$ cat src/core/csd_map.vh
`ifndef CSD_MAP_VH
`define CSD_MAP_VH
// Register index of the group D configuration word and its companions.
`define ADDR_SELECT_CONFIG  4'h0
`define ADDR_CONTROL_ONE    4'h1
`define ADDR_BASE           4'h2
`define ADDR_STATUS         4'h3
// Field positions of the configuration word.
`define CFG_EN_BIT          0
`define CFG_SIZE_LO         1
`define CFG_SIZE_HI         3
`define CFG_WAIT_LO         4
`define CFG_WAIT_HI         6
`define CFG_WIDTH_BIT       7
`define CFG_FLASH_BIT       8
`define CFG_DRAM_BIT        9
`define CFG_RESET           16'h0200
// Field positions of the companion control word.
`define CTL_LARGE_DRAM_BIT  6
`define CTL_WAIT_LSB_BIT    11
`define CTL_RESET           16'h0000
`define BASE_RESET          16'h0000
// Wait code that hands termination to the external acknowledge.
`define WAIT_EXTERNAL       3'h7
// Log2 of the smallest region, 32K bytes.
`define SIZE_MIN_LOG2       5'h0F
`define SIZE_LARGE_LOG2     5'h17
// Log2 of the smallest region of groups A and B, 128K bytes.
`define SIZE_AB_MIN_LOG2    5'h11
`endif

$ cat src/core/csd_decode.v
`timescale 1ns/10ps
`include "csd_map.vh"
// Computes the log2 of the region size and the wait-state count.
// SMALL_REGIONS is 1 for groups C and D and 0 for the 128K groups A and B.
module csd_decode #(
   parameter SMALL_REGIONS = 1
) (
   input  wire [2:0] size_code,
   input  wire       large_dram,
   input  wire       size_ext,
   input  wire [2:0] wait_upper,
   input  wire       wait_lsb,
   output reg  [4:0] size_log2,
   output reg  [3:0] wait_states,
   output wire       wait_external
);
   always @* begin
      if (SMALL_REGIONS == 0)
         size_log2 = `SIZE_AB_MIN_LOG2 + {2'h0, size_code};
      else if (large_dram && size_code[2:1] == 2'h0)
         size_log2 = `SIZE_LARGE_LOG2 + {4'h0, size_code[0]};
      else
         size_log2 = `SIZE_MIN_LOG2 + {2'h0, size_code};
      if (size_ext)
         size_log2 = size_log2 + 5'h01;
      wait_states = {wait_upper, wait_lsb};
   end
   assign wait_external = (wait_upper == `WAIT_EXTERNAL);
endmodule

$ cat src/core/csd_control.v
// Decided for this implementation: the register addresses and the address-and-strobe port.
`timescale 1ns/10ps
`include "csd_map.vh"
// What the document requires
// Flash bit 0 drives select and strobes together; 1 leads by a clock.
// In DRAM mode the flash bit is an extra size bit doubling the region.
// Bus width bit 0 runs 8-bit accesses and 1 runs 16-bit accesses.
// The wait count is the 3-bit field above a low bit from control one.
// Codes 000 to 110 insert twice the code plus the low bit in waits.
// After the wait states elapse the internal acknowledge ends the cycle.
// Code 111 waits for the external acknowledge instead of counting.
// Software must route the shared port pin to the acknowledge itself.
// Groups A and B decode 128K doubling per step up to 16 Mbyte.
// C and D decode 32K up to 4 Mbyte, or 8 and 16 Mbyte as large DRAM.
// The enable bit is write-only; 0 disables and 1 enables the select.
// The DRAM bit beats flash and turns the pins into address strobes.
// A select needs the enable and an address in the base-aligned window.
module csd_control (
   input  wire        MCLK,
   input  wire        RSTN,
   input  wire [3:0]  REG_ADDR,
   input  wire [15:0] REG_WDATA,
   input  wire        REG_WR,
   input  wire        REG_RD,
   output reg  [15:0] REG_RDATA,
   input  wire        BUS_REQ,
   input  wire        BUS_WRITE,
   input  wire [23:0] BUS_ADDR,
   input  wire [1:0]  BUS_BYTES,
   input  wire        EXT_ACK,
   output reg         BUS_ACK,
   output reg         SELECT_N,
   output reg  [1:0]  BYTE_WRITE_STROBES_N,
   output reg         ROW_STROBE_N,
   output reg         COL_STROBE_N,
   output reg         WIDE_BUS
);
   localparam [3:0] ST_IDLE = 4'h1;
   localparam [3:0] ST_LEAD = 4'h2;
   localparam [3:0] ST_WAIT = 4'h4;
   localparam [3:0] ST_DONE = 4'h8;

   reg  [15:0] select_config;
   reg  [15:0] control_one;
   reg  [15:0] base_addr;
   reg  [3:0]  state;
   reg  [3:0]  next_state;
   reg  [3:0]  wait_left;
   reg  [3:0]  next_wait_left;
   reg  [15:0] next_rdata;
   wire [4:0]  size_log2;
   wire [3:0]  wait_states;
   wire        wait_external;
   wire        dram_mode;
   wire        flash_mode;
   wire        enabled;
   wire        hit;

   function in_window;
      input [23:0] addr;
      input [15:0] base;
      input [4:0]  lg;
      reg   [23:0] mask;
      begin
         mask = 24'hFFFFFF << lg;
         in_window = ((addr & mask) == ({base, 8'h00} & mask));
      end
   endfunction

   assign dram_mode  = select_config[`CFG_DRAM_BIT];
   assign flash_mode = select_config[`CFG_FLASH_BIT] & ~dram_mode;
   assign enabled    = select_config[`CFG_EN_BIT];

   csd_decode #(.SMALL_REGIONS(1)) u_decode (
      .size_code     (select_config[`CFG_SIZE_HI:`CFG_SIZE_LO]),
      .large_dram    (control_one[`CTL_LARGE_DRAM_BIT] & dram_mode),
      .size_ext      (select_config[`CFG_FLASH_BIT] & dram_mode),
      .wait_upper    (select_config[`CFG_WAIT_HI:`CFG_WAIT_LO]),
      .wait_lsb      (control_one[`CTL_WAIT_LSB_BIT]),
      .size_log2     (size_log2),
      .wait_states   (wait_states),
      .wait_external (wait_external)
   );

   assign hit = enabled && in_window(BUS_ADDR, base_addr, size_log2);

   always @(posedge MCLK) begin
      if (!RSTN) begin
         select_config <= `CFG_RESET;
         control_one   <= `CTL_RESET;
         base_addr     <= `BASE_RESET;
      end else if (REG_WR) begin
         case (REG_ADDR)
            `ADDR_SELECT_CONFIG: select_config <= REG_WDATA;
            `ADDR_CONTROL_ONE:   control_one   <= REG_WDATA;
            `ADDR_BASE:          base_addr     <= REG_WDATA;
            default: ;
         endcase
      end
   end

   always @* begin
      case (REG_ADDR)
         `ADDR_SELECT_CONFIG: begin
            // The enable bit is write-only and reads back as zero.
            next_rdata = {select_config[15:1], 1'b0};
         end
         `ADDR_CONTROL_ONE: next_rdata = control_one;
         `ADDR_BASE:        next_rdata = base_addr;
         `ADDR_STATUS:      next_rdata = {12'h000, state};
         default:           next_rdata = 16'h0000;
      endcase
   end

   always @(posedge MCLK) begin
      if (!RSTN)
         REG_RDATA <= 16'h0000;
      else if (REG_RD)
         REG_RDATA <= next_rdata;
      else
         REG_RDATA <= 16'h0000;
   end

   always @* begin
      next_state     = state;
      next_wait_left = wait_left;
      case (state)
         ST_IDLE: begin
            if (BUS_REQ && hit) begin
               next_wait_left = wait_states;
               if (flash_mode && BUS_WRITE)
                  next_state = ST_LEAD;
               else
                  next_state = ST_WAIT;
            end
         end
         ST_LEAD: next_state = ST_WAIT;
         ST_WAIT: begin
            if (wait_external) begin
               if (EXT_ACK)
                  next_state = ST_DONE;
            end else if (wait_left == 4'h0) begin
               next_state = ST_DONE;
            end else begin
               next_wait_left = wait_left - 4'h1;
            end
         end
         ST_DONE: next_state = ST_IDLE;
         default: next_state = ST_IDLE;
      endcase
   end

   always @(posedge MCLK) begin
      if (!RSTN) begin
         state                <= ST_IDLE;
         wait_left            <= 4'h0;
         BUS_ACK              <= 1'b0;
         SELECT_N             <= 1'b1;
         BYTE_WRITE_STROBES_N <= 2'h3;
         ROW_STROBE_N         <= 1'b1;
         COL_STROBE_N         <= 1'b1;
         WIDE_BUS             <= 1'b0;
      end else begin
         state     <= next_state;
         wait_left <= next_wait_left;
         BUS_ACK   <= (state == ST_WAIT) && (next_state == ST_DONE);
         WIDE_BUS  <= select_config[`CFG_WIDTH_BIT];
         if (dram_mode) begin
            SELECT_N     <= 1'b1;
            ROW_STROBE_N <= ~(next_state != ST_IDLE && next_state != ST_DONE);
            COL_STROBE_N <= ~(next_state == ST_WAIT);
         end else begin
            SELECT_N     <= ~(next_state != ST_IDLE && next_state != ST_DONE);
            ROW_STROBE_N <= 1'b1;
            COL_STROBE_N <= 1'b1;
         end
         if (BUS_WRITE && next_state == ST_WAIT) begin
            // An 8-bit region uses only the low strobe.
            if (select_config[`CFG_WIDTH_BIT])
               BYTE_WRITE_STROBES_N <= ~BUS_BYTES;
            else
               BYTE_WRITE_STROBES_N <= 2'h2;
         end else begin
            BYTE_WRITE_STROBES_N <= 2'h3;
         end
      end
   end
endmodule

$ cat config.mk
export PLATFORM = sky130hd
export DESIGN_NAME = csd_control
export DESIGN_NICKNAME = d
export VERILOG_FILES = /design/src/core/csd_decode.v /design/src/core/csd_control.v
export VERILOG_INCLUDE_DIRS = /design/src /design/src/core
export SDC_FILE = /design/constraint.sdc
export NUM_CORES = 1
export LEC_CHECK = 0
export ABC_AREA = 1
export BUFFER_PORTS_ARGS = -buffer_cell sky130_fd_sc_hd__buf_4
export CORE_MARGIN = 4
export CORE_UTILIZATION = 45
export CTS_CLUSTER_DIAMETER = 80
export CTS_CLUSTER_SIZE = 10
export DETAILED_ROUTE_END_ITERATION = 8
export PLACE_DENSITY = 0.69
export SLEW_MARGIN = 10
export SYNTH_ARGS = -nofsm -noshare
export SYNTH_HDL_FRONTEND = slang
export SYNTH_SLANG_ARGS = --single-unit
$ cat constraint.sdc
create_clock -name MCLK -period 2.9 [get_ports MCLK]
set_clock_uncertainty 0.15 [all_clocks]
set_input_delay 0.145 -clock MCLK [delete_from_list [all_inputs] [get_ports MCLK]]
set_output_delay 0.145 -clock MCLK [all_outputs]
set_load 0.01 [all_outputs]
==> run summary <==
#FFs+latches synth: 79
Vias: 3906
CP cell instances: inv_1 -> ha_2 -> ha_4 -> nand2_4 -> buf_4 -> nand4_1 -> nand2_1 -> nand2_4 -> nand2_1 -> nand2_1 -> nand2_1 -> nor2_1 -> nand2_1 -> nor2_2 -> nand2_2 -> nand2_4 -> o21ai_1 -> nor2_1 -> nand3_1
Post-synth top area cell: dfxtp_1
Nets: 698
Syn_nets: 598
Worst Path Required: 2.97 ns
Yosys warns: 0
H-Tree Depth: 3
Final WL: 11100 µm
Post-synth EDFFs: 0
RD Place Congestion: 0.862
Core Util, Final: 60.9%
Crit path buffers/inverters: 2
Startpoint type of the worst setup path: flop
Ys async rst share: 0%
Worst hold path class: input port to flop
Reg clk slew, reported paths: 0.09 ns
Delay-heaviest family, CP: simple AND/OR/NAND/NOR gates
Fin. max-slew vios: 0
Top cell by count, worst path: nand2_1
Syn Area/Cell: 7.20 µm²
Row count: 33
Initial antenna violation count: 0
GRT Residual Overflow: 0
Inserted Clock Buffers: 9
Die height: 101 µm
GRT Util Overall: 22.3%
VDD IR max: 0.000263 V
Vias in the first global route: 3635
Port-buffer cells: 75
Drt wl/cell: 14.8 µm
Vias/cell: 5.21
Synth top cells by count: nand2_1, inv_1, dfxtp_1
Clock Latency Late Sink: 0.36 ns
Slew @ Worst Pin: 0.870 ns
CP max FO: 8
Synth-to-layout area growth: 30.1%
Critical path's largest stage delay: 0.38 ns
Dpl ws: 0.0794 ns
Clock Path Buffers: 2
Drt first-iter violations: 190
Placed cells: 707
Cell with the most instances after synthesis: nand2_1
Leak Pwr: 2.24 nW
Final Worst Setup Slack: 0.225 ns
CTS sink cnt: 79
Non-Filler Instances: 749
Die W: 101 µm
Final setup viols: 0
Worst rel slew slack: 41.9%
Crit path kind: flop to flop
Top cell type's share of synthesized area: 40.7%
Multi-input combinational cell area: 1910 µm²
Initial cell density of the core: 46.8%
Post-synth cell types: 33
Status: completed
Die area: 10200 µm²
Worst hold slack: 0.0280 ns
Filler cells: 739
Drt pass-1 iters: 5
Layout cells sized above 1: 20.8%
Post-Synthesis Cells: 539
Hold Violations, Final: 0
Fin crit share: 92.2%
Register area share after synthesis: 40.7%
Power density cells: 457 nW/µm²
Fmax achieved: 374 MHz
Largest net degree at the start of global routing: 43
Post-DP HPWL: 8010 µm
Arr. time, crit path: 2.74 ns
Residual DRC count: 0
Final worst path period need: 2.67 ns
Most used DFF post-synth: dfxtp_1
IO Count: 76
Diodes inserted: 0
TritonCTS clock tree: built
Mapped Area: 3880 µm²
Max-Cap Viols: 0
Slowest-stage cell, CP: dfxtp_4
Critical Path End Type: flop
Root Buffer: clkbuf_8
Ranking of synthesized cells by area: dfxtp_1, nand2_1, inv_1
First-pass GRT wire length: 17800 µm
Seq. cell area: 1590 µm²
Post-route ant nets: 0
Core area: 8300 µm²
RSZ-0062 raised after global routing: true
==> final timing paths <==
check | end | slack [ns] | cells past startpoint | startpoint
max | SELECT_N$_SDFF_PP1_ | 0.23 | 19 | select_config[2]$_SDFFE_PN0P_
min | REG_RDATA[2]$_SDFF_PN0_ | 0.03 | 3 | REG_RD
max reg2reg | SELECT_N$_SDFF_PP1_ | 0.23 | 19 | select_config[2]$_SDFFE_PN0P_
min reg2reg | control_one[4]$_SDFFE_PN0P_ | 0.31 | 2 | control_one[4]$_SDFFE_PN0P_
==> kinds of logic after synthesis <==
family,Yosys count,synth area share [%]
buffers and inverters,108,10.7
AO/OA/AOI/OAI,122,17.0
flip-flops,79,40.7
adder cells (fa/ha/maj),6,1.93
AND/OR/NAND/NOR,206,25.6
XOR/XNOR,18,4.06
==> per-stage QoR <==
stage / TNS (ns) / power [W] / instance area, µm²
after global routing: -0.0411 / 0.00240 / 5050
after global placement: 0 / 0.00137 / 4550
after CTS: 0 / 0.00232 / 5010
after floorplan: 0 / 0.00127 / 3880
after detailed placement: 0 / 0.00137 / 4550
final: 0 / 0.00231 / 5050
==> cells in the final DEF (no fill, tap or decap), types with 14 or more instances in the layout <==
master and count:
o21ai_0 47, nor2_1 27, nand3_1 28, dfxtp_1 78, dlygate4sd3_1 23, inv_1 81
xor2_1 14, nand2_1 107, buf_4 84, a21oi_1 54
==> tightest hold or removal path, delay by kind of cell <==
family                 cells  cell delay (ns)
and+or+nand+nor            2             0.28
buffers and inverters      1             0.07
==> layout make-up <==
| cell class | count | share of cell area, % |
|---|---|---|
| clock buffers | 9 | 2.45 |
| clock inverters | 7 | 2.01 |
| inverters | 89 | 6.64 |
| multi-input cells | 353 | 37.9 |
| flip-flops and latches | 79 | 31.4 |
| well taps | 105 | 2.60 |
| repair buffers | 107 | 17.0 |
==> state kept, by name, summed over array words and instances, names as in the netlist, 2 cells and up <==
register and cells:
REG_RDATA 16, wait_left 4, base_addr 16, BYTE_WRITE_STROBES_N 2, control_one 16, state 4
select_config 16
==> power by group <==
part / leakage, nW / internal (W) / switching [W] / total, W
Clock: 0.112 / 0.000495 / 0.000436 / 0.000931
Combinational: 1.49 / 0.000121 / 0.000152 / 0.000272
Sequential: 0.639 / 0.00110 / 0.00000891 / 0.00111
Total: 2.24 / 0.00171 / 0.000596 / 0.00231
==> per-layer routing <==
layer | vias up | GRT usage [%] | part of all wire [%]
met5 | - | 0 | 0
met4 | 0 | 8.60 | 2.6
met3 | 23 | 4.15 | 7.3
met2 | 159 | 35.1 | 45
met1 | 1772 | 30.1 | 45
li1 | 1952 | - | -
==> timing repair <==
item                                    CTS  global route
hold buffers                             23             0
hold endpoints to repair                 52             0
buffers inserted                          0             2
gates resized for setup                   0             5
endpoints found under the setup margin    0            10
Power figures use the tool's default switching activity.
